`config.mk`:
```
export PLATFORM = sky130hd
export DESIGN_NAME = reset_output_and_watchdog
export DESIGN_NICKNAME = d
export VERILOG_FILES = /design/src/supervisor_pkg.sv /design/src/sync2.sv /design/src/period_timer.sv /design/src/reset_output_and_watchdog.sv
export VERILOG_INCLUDE_DIRS = /design/src /design/src/src
export SDC_FILE = /design/constraint.sdc
export NUM_CORES = 1
export LEC_CHECK = 0
export BUFFER_PORTS_ARGS = -buffer_cell sky130_fd_sc_hd__buf_4
export CAP_MARGIN = 10
export CORE_ASPECT_RATIO = 0.6
export CORE_MARGIN = 8
export CORE_UTILIZATION = 54
export CTS_CLUSTER_DIAMETER = 100
export DETAILED_ROUTE_END_ITERATION = 7
export GPL_TIMING_DRIVEN = 1
export PLACE_DENSITY = 0.76
export RECOVER_POWER = 50
export SYNTH_ARGS = -nofsm -noshare
export SYNTH_HDL_FRONTEND = slang
export SYNTH_SLANG_ARGS = --single-unit
```
`constraint.sdc`:
```
create_clock -name mclk -period 5 [get_ports mclk]
set_clock_uncertainty 0.15 [all_clocks]
set_input_delay 1 -clock mclk [delete_from_list [all_inputs] [get_ports mclk]]
set_output_delay 1 -clock mclk [all_outputs]
set_load 0.005 [all_outputs]
```
`src/supervisor_consts.svh`:
```
`ifndef SUPERVISOR_CONSTS_SVH
`define SUPERVISOR_CONSTS_SVH

// Register map
`define ADDR_STATUS 8'h20
`define ADDR_RST_CFG 8'h3b
`define ADDR_RST_TRIG 8'h3c
`define ADDR_RST_SRC_HI 8'h3d
`define ADDR_DOG_CFG 8'h76

// Field positions
`define STAT_RST_BIT 0
`define STAT_DOGRST_BIT 1
`define CFG_CLASS_MSB 1
`define CFG_POL_BIT 2
`define CFG_PUSHPULL_BIT 3
`define CFG_TRP_MSB 7
`define CFG_TRP_LSB 4
`define TRIG_SOFT_BIT 0
`define SRC_HI_USED_MSB 4
`define DOG_RSTEN_BIT 7
`define DOG_START_MSB 6
`define DOG_START_LSB 4
`define DOG_TO_MSB 3

// Reset values
`define RST_CFG_INIT 8'h00
`define RST_TRIG_INIT 8'h00
`define RST_SRC_HI_INIT 8'h00
`define DOG_CFG_INIT 8'h00

// Threshold class codes
`define CLASS_UV 2'h0
`define CLASS_EW 2'h1
`define CLASS_OV 2'h2

// Timing
`define MCLK_PERIOD_NS 32'h0000_0032
`define TICK_NS 32'h0000_03e8

// Reset pulse periods in microseconds
`define TRP_0 32'h0000_0019
`define TRP_1 32'h0000_05dc
`define TRP_2 32'h0000_09c4
`define TRP_3 32'h0000_0fa0
`define TRP_4 32'h0000_1770
`define TRP_5 32'h0000_2710
`define TRP_6 32'h0000_3a98
`define TRP_7 32'h0000_61a8
`define TRP_8 32'h0000_9c40
`define TRP_9 32'h0000_ea60
`define TRP_A 32'h0001_86a0
`define TRP_B 32'h0002_49f0
`define TRP_C 32'h0003_d090
`define TRP_D 32'h0006_1a80
`define TRP_E 32'h0009_27c0
`define TRP_F 32'h000f_4240

// Kick timeout periods in microseconds
`define KTO_1 32'h0000_03e8
`define KTO_2 32'h0000_07d0
`define KTO_3 32'h0000_0fa0
`define KTO_4 32'h0000_1f40
`define KTO_5 32'h0000_36b0
`define KTO_6 32'h0000_6978
`define KTO_7 32'h0000_c350
`define KTO_8 32'h0001_86a0
`define KTO_9 32'h0003_0d40
`define KTO_A 32'h0006_1a80
`define KTO_B 32'h000b_71b0
`define KTO_C 32'h0015_5cc0
`define KTO_D 32'h0029_32e0
`define KTO_E 32'h004c_4b40
`define KTO_F 32'h0098_9680

// Startup kick periods in microseconds
`define SKP_1 32'h01c9_c380
`define SKP_2 32'h0262_5a00
`define SKP_3 32'h04c4_b400
`define SKP_4 32'h0727_0e00
`define SKP_5 32'h0989_6800
`define SKP_6 32'h0d1c_ef00
`define SKP_7 32'h11e1_a300

`endif

```
`src/supervisor_pkg.sv`:
```
`default_nettype none
package supervisor_pkg;

  typedef enum logic [2:0] {
    RST_HOLD = 3'h1,
    RST_PULSE = 3'h2,
    RST_IDLE = 3'h4
  } rst_state_t;

  typedef enum logic [3:0] {
    DOG_OFF = 4'h1,
    DOG_STARTUP = 4'h2,
    DOG_NORMAL = 4'h4,
    DOG_EXPIRED = 4'h8
  } dog_state_t;

endpackage
`default_nettype wire

```
`src/sync2.sv`:
```
`default_nettype none
module sync2 (
  // Clock and reset
  input wire logic mclk,
  input wire logic reset,
  // Asynchronous level in, synchronised level out
  input wire logic async_in,
  output logic sync_out
);

  logic meta_r;

  always_ff @(posedge mclk or posedge reset) begin
    if (reset) begin
      meta_r <= 1'b0;
      sync_out <= 1'b0;
    end else begin
      meta_r <= async_in;
      sync_out <= meta_r;
    end
  end

endmodule
`default_nettype wire

```
`src/period_timer.sv`:
```
`default_nettype none
module period_timer (
  // Clock and reset
  input wire logic mclk,
  input wire logic reset,
  // One-microsecond enable
  input wire logic tick,
  // Load a fresh period, in ticks
  input wire logic load,
  input wire logic [31:0] load_val,
  // High once the period has run out
  output logic done
);

  logic [31:0] cnt_r;

  always_ff @(posedge mclk or posedge reset) begin
    if (reset) begin
      cnt_r <= 32'h0000_0000;
    end else if (load) begin
      cnt_r <= load_val;
    end else if (tick && (cnt_r != 32'h0000_0000)) begin
      cnt_r <= cnt_r - 32'h0000_0001;
    end
  end

  assign done = (cnt_r == 32'h0000_0000) && !load;

endmodule
`default_nettype wire

```
`src/reset_output_and_watchdog.sv`:
```
`include "supervisor_consts.svh"
`default_nettype none
module reset_output_and_watchdog #(
  // Right shift applied to every period, so simulation can shorten them
  parameter int unsigned TIME_SHIFT = 0
) (
  // Clock and reset
  input wire logic mclk,
  input wire logic reset,
  // Register port
  input wire logic [7:0] reg_addr,
  input wire logic [7:0] reg_wdata,
  input wire logic reg_wr,
  output logic [7:0] reg_rdata,
  // Pins from outside
  input wire logic enable_pin,
  input wire logic kick_input,
  // Sequencer and threshold comparators
  input wire logic power_on_done,
  input wire logic [11:0] uv_fault,
  input wire logic [11:0] ew_fault,
  input wire logic [11:0] ov_fault,
  input wire logic [11:0] crit_fault,
  // Reset pin, drive level and enable
  output logic reset_pin_out,
  output logic reset_pin_oe,
  // Watchdog expiry pin, active low
  output logic dog_expiry_output_n,
  // Internal reset state, high while asserted
  output logic reset_asserted
);
  import supervisor_pkg::*;

  localparam logic [31:0] TICK_CYCLES =
    (`TICK_NS + `MCLK_PERIOD_NS - 32'h0000_0001) / `MCLK_PERIOD_NS;

  // Configuration registers
  logic [7:0] rst_cfg_r;
  logic [7:0] rst_trig_r;
  logic [7:0] rst_src_hi_r;
  logic [7:0] dog_cfg_r;
  logic dog_caused_reset_flag_r;

  // Write strobes per register
  logic wr_cfg;
  logic wr_trig;
  logic wr_src_hi;
  logic wr_dog;
  logic wr_stat;

  assign wr_cfg = reg_wr && (reg_addr == `ADDR_RST_CFG);
  assign wr_trig = reg_wr && (reg_addr == `ADDR_RST_TRIG);
  assign wr_src_hi = reg_wr && (reg_addr == `ADDR_RST_SRC_HI);
  assign wr_dog = reg_wr && (reg_addr == `ADDR_DOG_CFG);
  assign wr_stat = reg_wr && (reg_addr == `ADDR_STATUS);

  // Period tables
  function automatic logic [31:0] scale(input logic [31:0] us);
    logic [31:0] v;
    v = us >> TIME_SHIFT;
    // Never shorter than one tick
    if (v == 32'h0000_0000) begin
      v = 32'h0000_0001;
    end
    return v;
  endfunction

  function automatic logic [31:0] trp_us(input logic [3:0] code);
    logic [31:0] v;
    case (code)
      4'h0: v = `TRP_0;
      4'h1: v = `TRP_1;
      4'h2: v = `TRP_2;
      4'h3: v = `TRP_3;
      4'h4: v = `TRP_4;
      4'h5: v = `TRP_5;
      4'h6: v = `TRP_6;
      4'h7: v = `TRP_7;
      4'h8: v = `TRP_8;
      4'h9: v = `TRP_9;
      4'ha: v = `TRP_A;
      4'hb: v = `TRP_B;
      4'hc: v = `TRP_C;
      4'hd: v = `TRP_D;
      4'he: v = `TRP_E;
      default: v = `TRP_F;
    endcase
    return v;
  endfunction

  function automatic logic [31:0] kto_us(input logic [3:0] code);
    logic [31:0] v;
    case (code)
      4'h1: v = `KTO_1;
      4'h2: v = `KTO_2;
      4'h3: v = `KTO_3;
      4'h4: v = `KTO_4;
      4'h5: v = `KTO_5;
      4'h6: v = `KTO_6;
      4'h7: v = `KTO_7;
      4'h8: v = `KTO_8;
      4'h9: v = `KTO_9;
      4'ha: v = `KTO_A;
      4'hb: v = `KTO_B;
      4'hc: v = `KTO_C;
      4'hd: v = `KTO_D;
      4'he: v = `KTO_E;
      default: v = `KTO_F;
    endcase
    return v;
  endfunction

  function automatic logic [31:0] skp_us(input logic [2:0] code);
    logic [31:0] v;
    case (code)
      3'h1: v = `SKP_1;
      3'h2: v = `SKP_2;
      3'h3: v = `SKP_3;
      3'h4: v = `SKP_4;
      3'h5: v = `SKP_5;
      3'h6: v = `SKP_6;
      default: v = `SKP_7;
    endcase
    return v;
  endfunction

  // Register writes
  always_ff @(posedge mclk or posedge reset) begin
    if (reset) begin
      rst_cfg_r <= `RST_CFG_INIT;
      rst_trig_r <= `RST_TRIG_INIT;
      rst_src_hi_r <= `RST_SRC_HI_INIT;
      dog_cfg_r <= `DOG_CFG_INIT;
    end else begin
      if (wr_cfg) begin
        rst_cfg_r <= reg_wdata;
      end
      if (wr_trig) begin
        rst_trig_r <= reg_wdata;
      end
      if (wr_src_hi) begin
        rst_src_hi_r <= reg_wdata;
      end
      if (wr_dog) begin
        dog_cfg_r <= reg_wdata;
      end
    end
  end

  // Read data, one cycle after the address
  always_ff @(posedge mclk or posedge reset) begin
    if (reset) begin
      reg_rdata <= 8'h00;
    end else begin
      case (reg_addr)
        `ADDR_STATUS: begin
          reg_rdata <= 8'h00;
          reg_rdata[`STAT_RST_BIT] <= reset_asserted;
          reg_rdata[`STAT_DOGRST_BIT] <= dog_caused_reset_flag_r;
        end
        `ADDR_RST_CFG: reg_rdata <= rst_cfg_r;
        `ADDR_RST_TRIG: reg_rdata <= rst_trig_r;
        `ADDR_RST_SRC_HI: reg_rdata <= {3'h0, rst_src_hi_r[`SRC_HI_USED_MSB:0]};
        `ADDR_DOG_CFG: reg_rdata <= dog_cfg_r;
        default: reg_rdata <= 8'h00;
      endcase
    end
  end

  // Microsecond tick
  logic [31:0] tick_cnt_r;
  logic tick;

  always_ff @(posedge mclk or posedge reset) begin
    if (reset) begin
      tick_cnt_r <= 32'h0000_0000;
    end else if (tick) begin
      tick_cnt_r <= 32'h0000_0000;
    end else begin
      tick_cnt_r <= tick_cnt_r + 32'h0000_0001;
    end
  end

  assign tick = (tick_cnt_r == TICK_CYCLES - 32'h0000_0001);

  // Pin synchronisers
  logic enable_s;
  logic kick_s;
  logic kick_d_r;
  logic kick_edge;

  sync2 u_sync_enable (
    .mclk(mclk),
    .reset(reset),
    .async_in(enable_pin),
    .sync_out(enable_s)
  );

  sync2 u_sync_kick (
    .mclk(mclk),
    .reset(reset),
    .async_in(kick_input),
    .sync_out(kick_s)
  );

  always_ff @(posedge mclk or posedge reset) begin
    if (reset) begin
      kick_d_r <= 1'b0;
    end else begin
      kick_d_r <= kick_s;
    end
  end

  assign kick_edge = kick_s ^ kick_d_r;

  // Monitored channel faults
  logic [11:0] chan_sel;
  logic [11:0] class_fault;
  logic mon_fault;

  assign chan_sel = {rst_src_hi_r[`SRC_HI_USED_MSB:0], rst_trig_r[7:1]};

  always_comb begin
    case (rst_cfg_r[`CFG_CLASS_MSB:0])
      `CLASS_UV: class_fault = uv_fault;
      `CLASS_EW: class_fault = ew_fault;
      `CLASS_OV: class_fault = ov_fault;
      default: class_fault = uv_fault | ov_fault;
    endcase
  end

  assign mon_fault = |(class_fault & chan_sel) || |crit_fault;

  // Reset output state machine
  rst_state_t rst_state_r;
  rst_state_t rst_state_nxt;
  logic rst_src;
  logic rst_load;
  logic rst_done;
  logic dog_trip;

  assign rst_src = !power_on_done || rst_trig_r[`TRIG_SOFT_BIT] || mon_fault
    || dog_trip;

  always_comb begin
    rst_state_nxt = rst_state_r;
    rst_load = 1'b0;
    case (rst_state_r)
      RST_HOLD: begin
        if (!rst_src) begin
          rst_state_nxt = RST_PULSE;
          rst_load = 1'b1;
        end
      end
      RST_PULSE: begin
        if (rst_src) begin
          rst_state_nxt = RST_HOLD;
        end else if (wr_cfg) begin
          rst_load = 1'b1;
        end else if (rst_done) begin
          rst_state_nxt = RST_IDLE;
        end
      end
      RST_IDLE: begin
        if (rst_src) begin
          rst_state_nxt = RST_HOLD;
        end
      end
      default: rst_state_nxt = RST_HOLD;
    endcase
  end

  always_ff @(posedge mclk or posedge reset) begin
    if (reset) begin
      rst_state_r <= RST_HOLD;
    end else begin
      rst_state_r <= rst_state_nxt;
    end
  end

  period_timer u_trp_timer (
    .mclk(mclk),
    .reset(reset),
    .tick(tick),
    .load(rst_load),
    .load_val(scale(trp_us(rst_cfg_r[`CFG_TRP_MSB:`CFG_TRP_LSB]))),
    .done(rst_done)
  );

  assign reset_asserted = (rst_state_r != RST_IDLE);

  // Pin drive: polarity and open drain or push-pull
  always_ff @(posedge mclk or posedge reset) begin
    if (reset) begin
      reset_pin_out <= 1'b0;
      reset_pin_oe <= 1'b1;
    end else if (rst_cfg_r[`CFG_PUSHPULL_BIT]) begin
      reset_pin_out <= reset_asserted ~^ rst_cfg_r[`CFG_POL_BIT];
      reset_pin_oe <= 1'b1;
    end else begin
      // Open drain only pulls low; the high level comes from the pull-up
      reset_pin_out <= 1'b0;
      reset_pin_oe <= !(reset_asserted ~^ rst_cfg_r[`CFG_POL_BIT]);
    end
  end

  // Watchdog state machine
  dog_state_t dog_state_r;
  dog_state_t dog_state_nxt;
  logic dog_ok;
  logic dog_load;
  logic [31:0] dog_val;
  logic dog_done;
  logic [31:0] kto_ticks;
  logic [31:0] skp_ticks;

  assign kto_ticks = scale(kto_us(dog_cfg_r[`DOG_TO_MSB:0]));
  assign skp_ticks = scale(skp_us(dog_cfg_r[`DOG_START_MSB:`DOG_START_LSB]));

  assign dog_ok = enable_s && power_on_done && !reset_asserted
    && (dog_cfg_r[`DOG_TO_MSB:0] != 4'h0);

  always_comb begin
    dog_state_nxt = dog_state_r;
    dog_load = 1'b0;
    dog_val = kto_ticks;
    if (!dog_ok || wr_dog) begin
      dog_state_nxt = DOG_OFF;
    end else begin
      case (dog_state_r)
        DOG_OFF: begin
          dog_load = 1'b1;
          if (dog_cfg_r[`DOG_START_MSB:`DOG_START_LSB] != 3'h0) begin
            dog_state_nxt = DOG_STARTUP;
            dog_val = skp_ticks;
          end else begin
            dog_state_nxt = DOG_NORMAL;
          end
        end
        DOG_STARTUP: begin
          if (kick_edge) begin
            dog_state_nxt = DOG_NORMAL;
            dog_load = 1'b1;
          end else if (dog_done) begin
            dog_state_nxt = DOG_EXPIRED;
          end
        end
        DOG_NORMAL: begin
          if (kick_edge) begin
            dog_load = 1'b1;
          end else if (dog_done) begin
            dog_state_nxt = DOG_EXPIRED;
          end
        end
        DOG_EXPIRED: begin
          if (kick_edge) begin
            dog_state_nxt = DOG_NORMAL;
            dog_load = 1'b1;
          end
        end
        default: dog_state_nxt = DOG_OFF;
      endcase
    end
  end

  always_ff @(posedge mclk or posedge reset) begin
    if (reset) begin
      dog_state_r <= DOG_OFF;
    end else begin
      dog_state_r <= dog_state_nxt;
    end
  end

  period_timer u_dog_timer (
    .mclk(mclk),
    .reset(reset),
    .tick(tick),
    .load(dog_load),
    .load_val(dog_val),
    .done(dog_done)
  );

  // Trip waits for the next tick so the expiry pulse lasts up to 1us
  assign dog_trip = (dog_state_r == DOG_EXPIRED) && dog_cfg_r[`DOG_RSTEN_BIT]
    && tick && !reset_asserted;

  always_ff @(posedge mclk or posedge reset) begin
    if (reset) begin
      dog_expiry_output_n <= 1'b1;
    end else begin
      dog_expiry_output_n <= (dog_state_r != DOG_EXPIRED);
    end
  end

  // Cause flag; a trip in the clearing cycle wins
  always_ff @(posedge mclk or posedge reset) begin
    if (reset) begin
      dog_caused_reset_flag_r <= 1'b0;
    end else if (dog_trip) begin
      dog_caused_reset_flag_r <= 1'b1;
    end else if (wr_stat && reg_wdata[`STAT_DOGRST_BIT]) begin
      dog_caused_reset_flag_r <= 1'b0;
    end
  end

endmodule
`default_nettype wire

```
==> summary.txt <==
Drt
  • Met2 Wirelength: 10.43 mm
  • M1 wire length: 12.22 mm
  • Uppermost layer routed: met4
  • Drt total wl: 26.08 mm
  • Routed wire length per instance: 20.00 um
  • Post-route ant nets: 0
  • Detailed-route via count: 8,194
  • Residual DRC: 0
  • Routed met3 length: 2.959 mm
  • Vias per Instance: 6.284
  • Pre-antenna DRT Iters: 7
  • Initial DRC count: 1,010

Timing
  • Max-slew headroom: 17.99%
  • Final setup viols: 0
  • Maximum clock rate: 290.5 MHz
  • Hold violation count in the final report: 0
  • Final WS setup: 1.558 ns
  • Fin crit period: 3.442 ns
  • Unrepaired setup endpoints after global routing: no
  • Setup TNS: 0 ns
  • Worst-margin pin slew: 1.228 ns
  • Final period utilization: 68.85%
  • Slew Limit Fails: 0

Logic synthesis
  • Post-Synth Simple-Gate Area: 26.36%
  • Netlist cell types: 83
  • Synthesis-stage register bit count: 149
  • Area contributors post-synth: dfrtp_1 (39%), xor2_1 (5.3%), nor2_1 (3.5%), nand2_1 (3.5%), mux2i_1 (3.0%)
  • Synth Area in Compound Gates: 13.37%
  • Synthesis Warnings: 0
  • Synth top area share: 39.43%
  • Synth top cells by count: dfrtp_1 (145), nor2_1 (87), nand2_1 (86)
  • Largest area contributor in the netlist: dfrtp_1
  • Synthesized cell area: 9203 um2
  • Async S/R FF share, synth: 100.0%
  • Proportion of synthesized area in mux cells: 5.738%
  • Mapped Cells: 991
  • Adder-cell area share of the yosys netlist: 2.447%
  • Top FF cell, synth: dfrtp_1
  • Cell with the most instances after synthesis: dfrtp_1
  • Post-synth EDFFs: 0
  • Syn Area/Cell: 9.286 um2
  • Xor-xnor portion of the synthesized cell area: 8.090%
  • Syn nets: 1,079
  • Main combinational cell family by area after synthesis: simple AND/OR/NAND/NOR gates
  • Sequential element share of the synthesized area: 40.57%

Worst setup path
  • Reg-to-Reg Start: rst_state_r[2]$_DFFE_PP0P_
  • CP cell instances: nor3b_1 > inv_1 > buf_4
  • Crit-path slowest cell: nor3b_1
  • CP Launch Type: register
  • Worst endpoint required time: 3.85 ns
  • Critical path type: register to output port
  • Reg2reg end: u_trp_timer.cnt_r[17]$_DFFE_PP0P_
  • Crit Path Max Fanout: 7
  • R2R setup slack: 1.60 ns
  • Critical Path End Type: output port
  • Worst EP arrival: 2.29 ns
  • Worst path max stage delay: 1.02 ns
  • R2r worst-path depth: 7

Global routing
  • GRT Residual Overflow: 0
  • First-pass GRT wire length: 42.12 mm
  • Initial antenna violation count: 0
  • Largest net degree at the start of global routing: 150
  • Tot GR Track Use: 24.78%
  • Vias in the first global route: 7,786

Run
  • Max cap viols: 0

Clock network
  • Postcts setup bufs: 0
  • Bufs on Longest Clock Path: 2
  • H-Tree Depth: 4
  • CTS tree: built
  • Post_cts resized: 0
  • TritonCTS sink count: 149
  • Worst-Skew Late Latency: 0.43 ns
  • TritonCTS Buffers: 17
  • Clock slew at reported path FFs: 0.06 ns
  • CTS root buf: clkbuf_16
  • Hold_buf cts: 0

Placed design
  • GP Congestion: 0.9690
  • Place WS: 1.142 ns
  • Port bufs: 81
  • Placed Area: 9970 um2
  • Final HPWL DP: 18.71 mm

Status
  • Outcome: complete, no violations

Cells and area
  • FF+latch area: 3734 um2
  • Design area: 10,590 um2
  • Synth-to-layout area growth: 15.08%
  • Nets: 1,145
  • Filler Cells Inserted: 1,407
  • Final core occ: 62.67%
  • Fraction of layout cells with a size suffix above 1: 17.01%
  • Multi-input logic area: 5149 um2
  • Antenna cells: 0

Floorplanning
  • Initial core utilization: 54.46%
  • Die Wd: 184.5 um
  • Die Height: 117.1 um
  • IO Pins: 82
  • Row cnt: 37
  • Die area: 21,610 um2
  • Core Area: 16,900 um2

Worst hold path
  • Hold wc startpoint: u_sync_enable.meta_r$_DFF_PP0_
  • Hold path depth: 0
  • Hold Path Sink: u_sync_enable.sync_out$_DFF_PP0_
  • Hold Path Class: register to register

Power
  • Leak Pwr: 4.170 nW
  • Worst vdd ir: 0.2453 mV
  • Power Density: 273.7 nW/um2
worst max path at each step:
stage                                                 start                           endpoint
after detailed placement                      crit_fault[1]   u_trp_timer.cnt_r[3]$_DFFE_PP0P_
after global routing      u_trp_timer.cnt_r[16]$_DFFE_PP0P_         rst_state_r[2]$_DFFE_PP0P_
final                            rst_state_r[2]$_DFFE_PP0P_                     reset_asserted
after CTS                                     crit_fault[1]  u_trp_timer.cnt_r[14]$_DFFE_PP0P_
after global placement                        crit_fault[1]  u_trp_timer.cnt_r[17]$_DFFE_PP0P_
after floorplan                                 reg_addr[3]   u_dog_timer.cnt_r[9]$_DFFE_PP0P_
critical path, delay by kind of cell (launching register included):
family	cells	cell delay, ns
flip-flops	1	0.49
AND/OR/NAND/NOR	1	1.02
buffers and inverters	2	0.37
cell type report:
type	instances	share of cell area, %
Multi-Input combinational cell	771	48.62
Timing Repair Buffer	88	6.356
Sequential cell	149	35.26
Tap cell	234	2.765
Clock buffer	17	4.017
Clock inverter	15	1.914
Inverter	30	1.075
logic make-up after synthesis:
| family | count (synthesis) |
|---|---|
| flip-flops | 149 |
| AND/OR/NAND/NOR | 438 |
| XOR/XNOR | 85 |
| AO/OA/AOI/OAI | 180 |
| buffers and inverters | 71 |
| multiplexers | 50 |
| adder cells (fa/ha/maj) | 18 |
sequential cells by signal, indices dropped and copies added (netlist names), 3 cells and up:
name and count:
u_trp_timer.cnt_r 32, rst_cfg_r 8, dog_state_r 4, rst_src_hi_r 5, reg_rdata 8, u_dog_timer.cnt_r 32, rst_state_r 3, rst_trig_r 8
tick_cnt_r 32, dog_cfg_r 8
power breakdown:
part / internal [mW] / switching [mW] / total, mW
registers: 1.22 / 0.0447 / 1.27
clock network: 0.840 / 0.544 / 1.38
logic: 0.105 / 0.142 / 0.247
through the flow:
step / instances / power [mW] / hold WS [ns]
6_report: 1304 / 2.899 / 0.1984
5_1_grt: 1304 / 2.981 / 0.2072
4_1_cts: 1304 / 2.899 / 0.1994
3_5_place_dp: 1272 / 1.528 / 0.1847
3_3_place_gp: 1272 / 1.526 / 0.1828
2_1_floorplan: 991 / 1.419 / 0.1812
layer usage:
metal	global-route usage (%)	vias to the layer above
met5	0	-
met3	7.121	42
met4	7.544	0
met1	36.96	4003
met2	33.89	378
li1	-	3771
layout by cell type, fill, tap and decap left out, drive strengths merged, types with 6 or more instances in the layout:
cell | Yosys | layout
clkinv | 1 | 7
nand2 | 86 | 86
or3 | 11 | 11
nor2 | 98 | 98
nor4b | 6 | 6
nand4 | 32 | 32
a221o | 7 | 7
mux2 | 22 | 22
nor4 | 34 | 34
dfrtp | 145 | 145
ha | 18 | 18
clkbuf | 29 | 20
o211ai | 6 | 6
o31ai | 7 | 7
a31oi | 12 | 12
nor2b | 11 | 11
nand2b | 12 | 12
nand3 | 51 | 51
or4 | 12 | 12
mux2i | 28 | 28
xnor2 | 29 | 29
a211oi | 8 | 8
a21oi | 40 | 40
buf | 12 | 85
nor3 | 32 | 32
and4 | 7 | 7
a22oi | 17 | 17
xor2 | 56 | 56
inv | 29 | 31
nand3b | 9 | 9
a2bb2oi | 6 | 6
and3 | 10 | 10
o21ai | 37 | 37
Power figures use the tool's default switching activity.
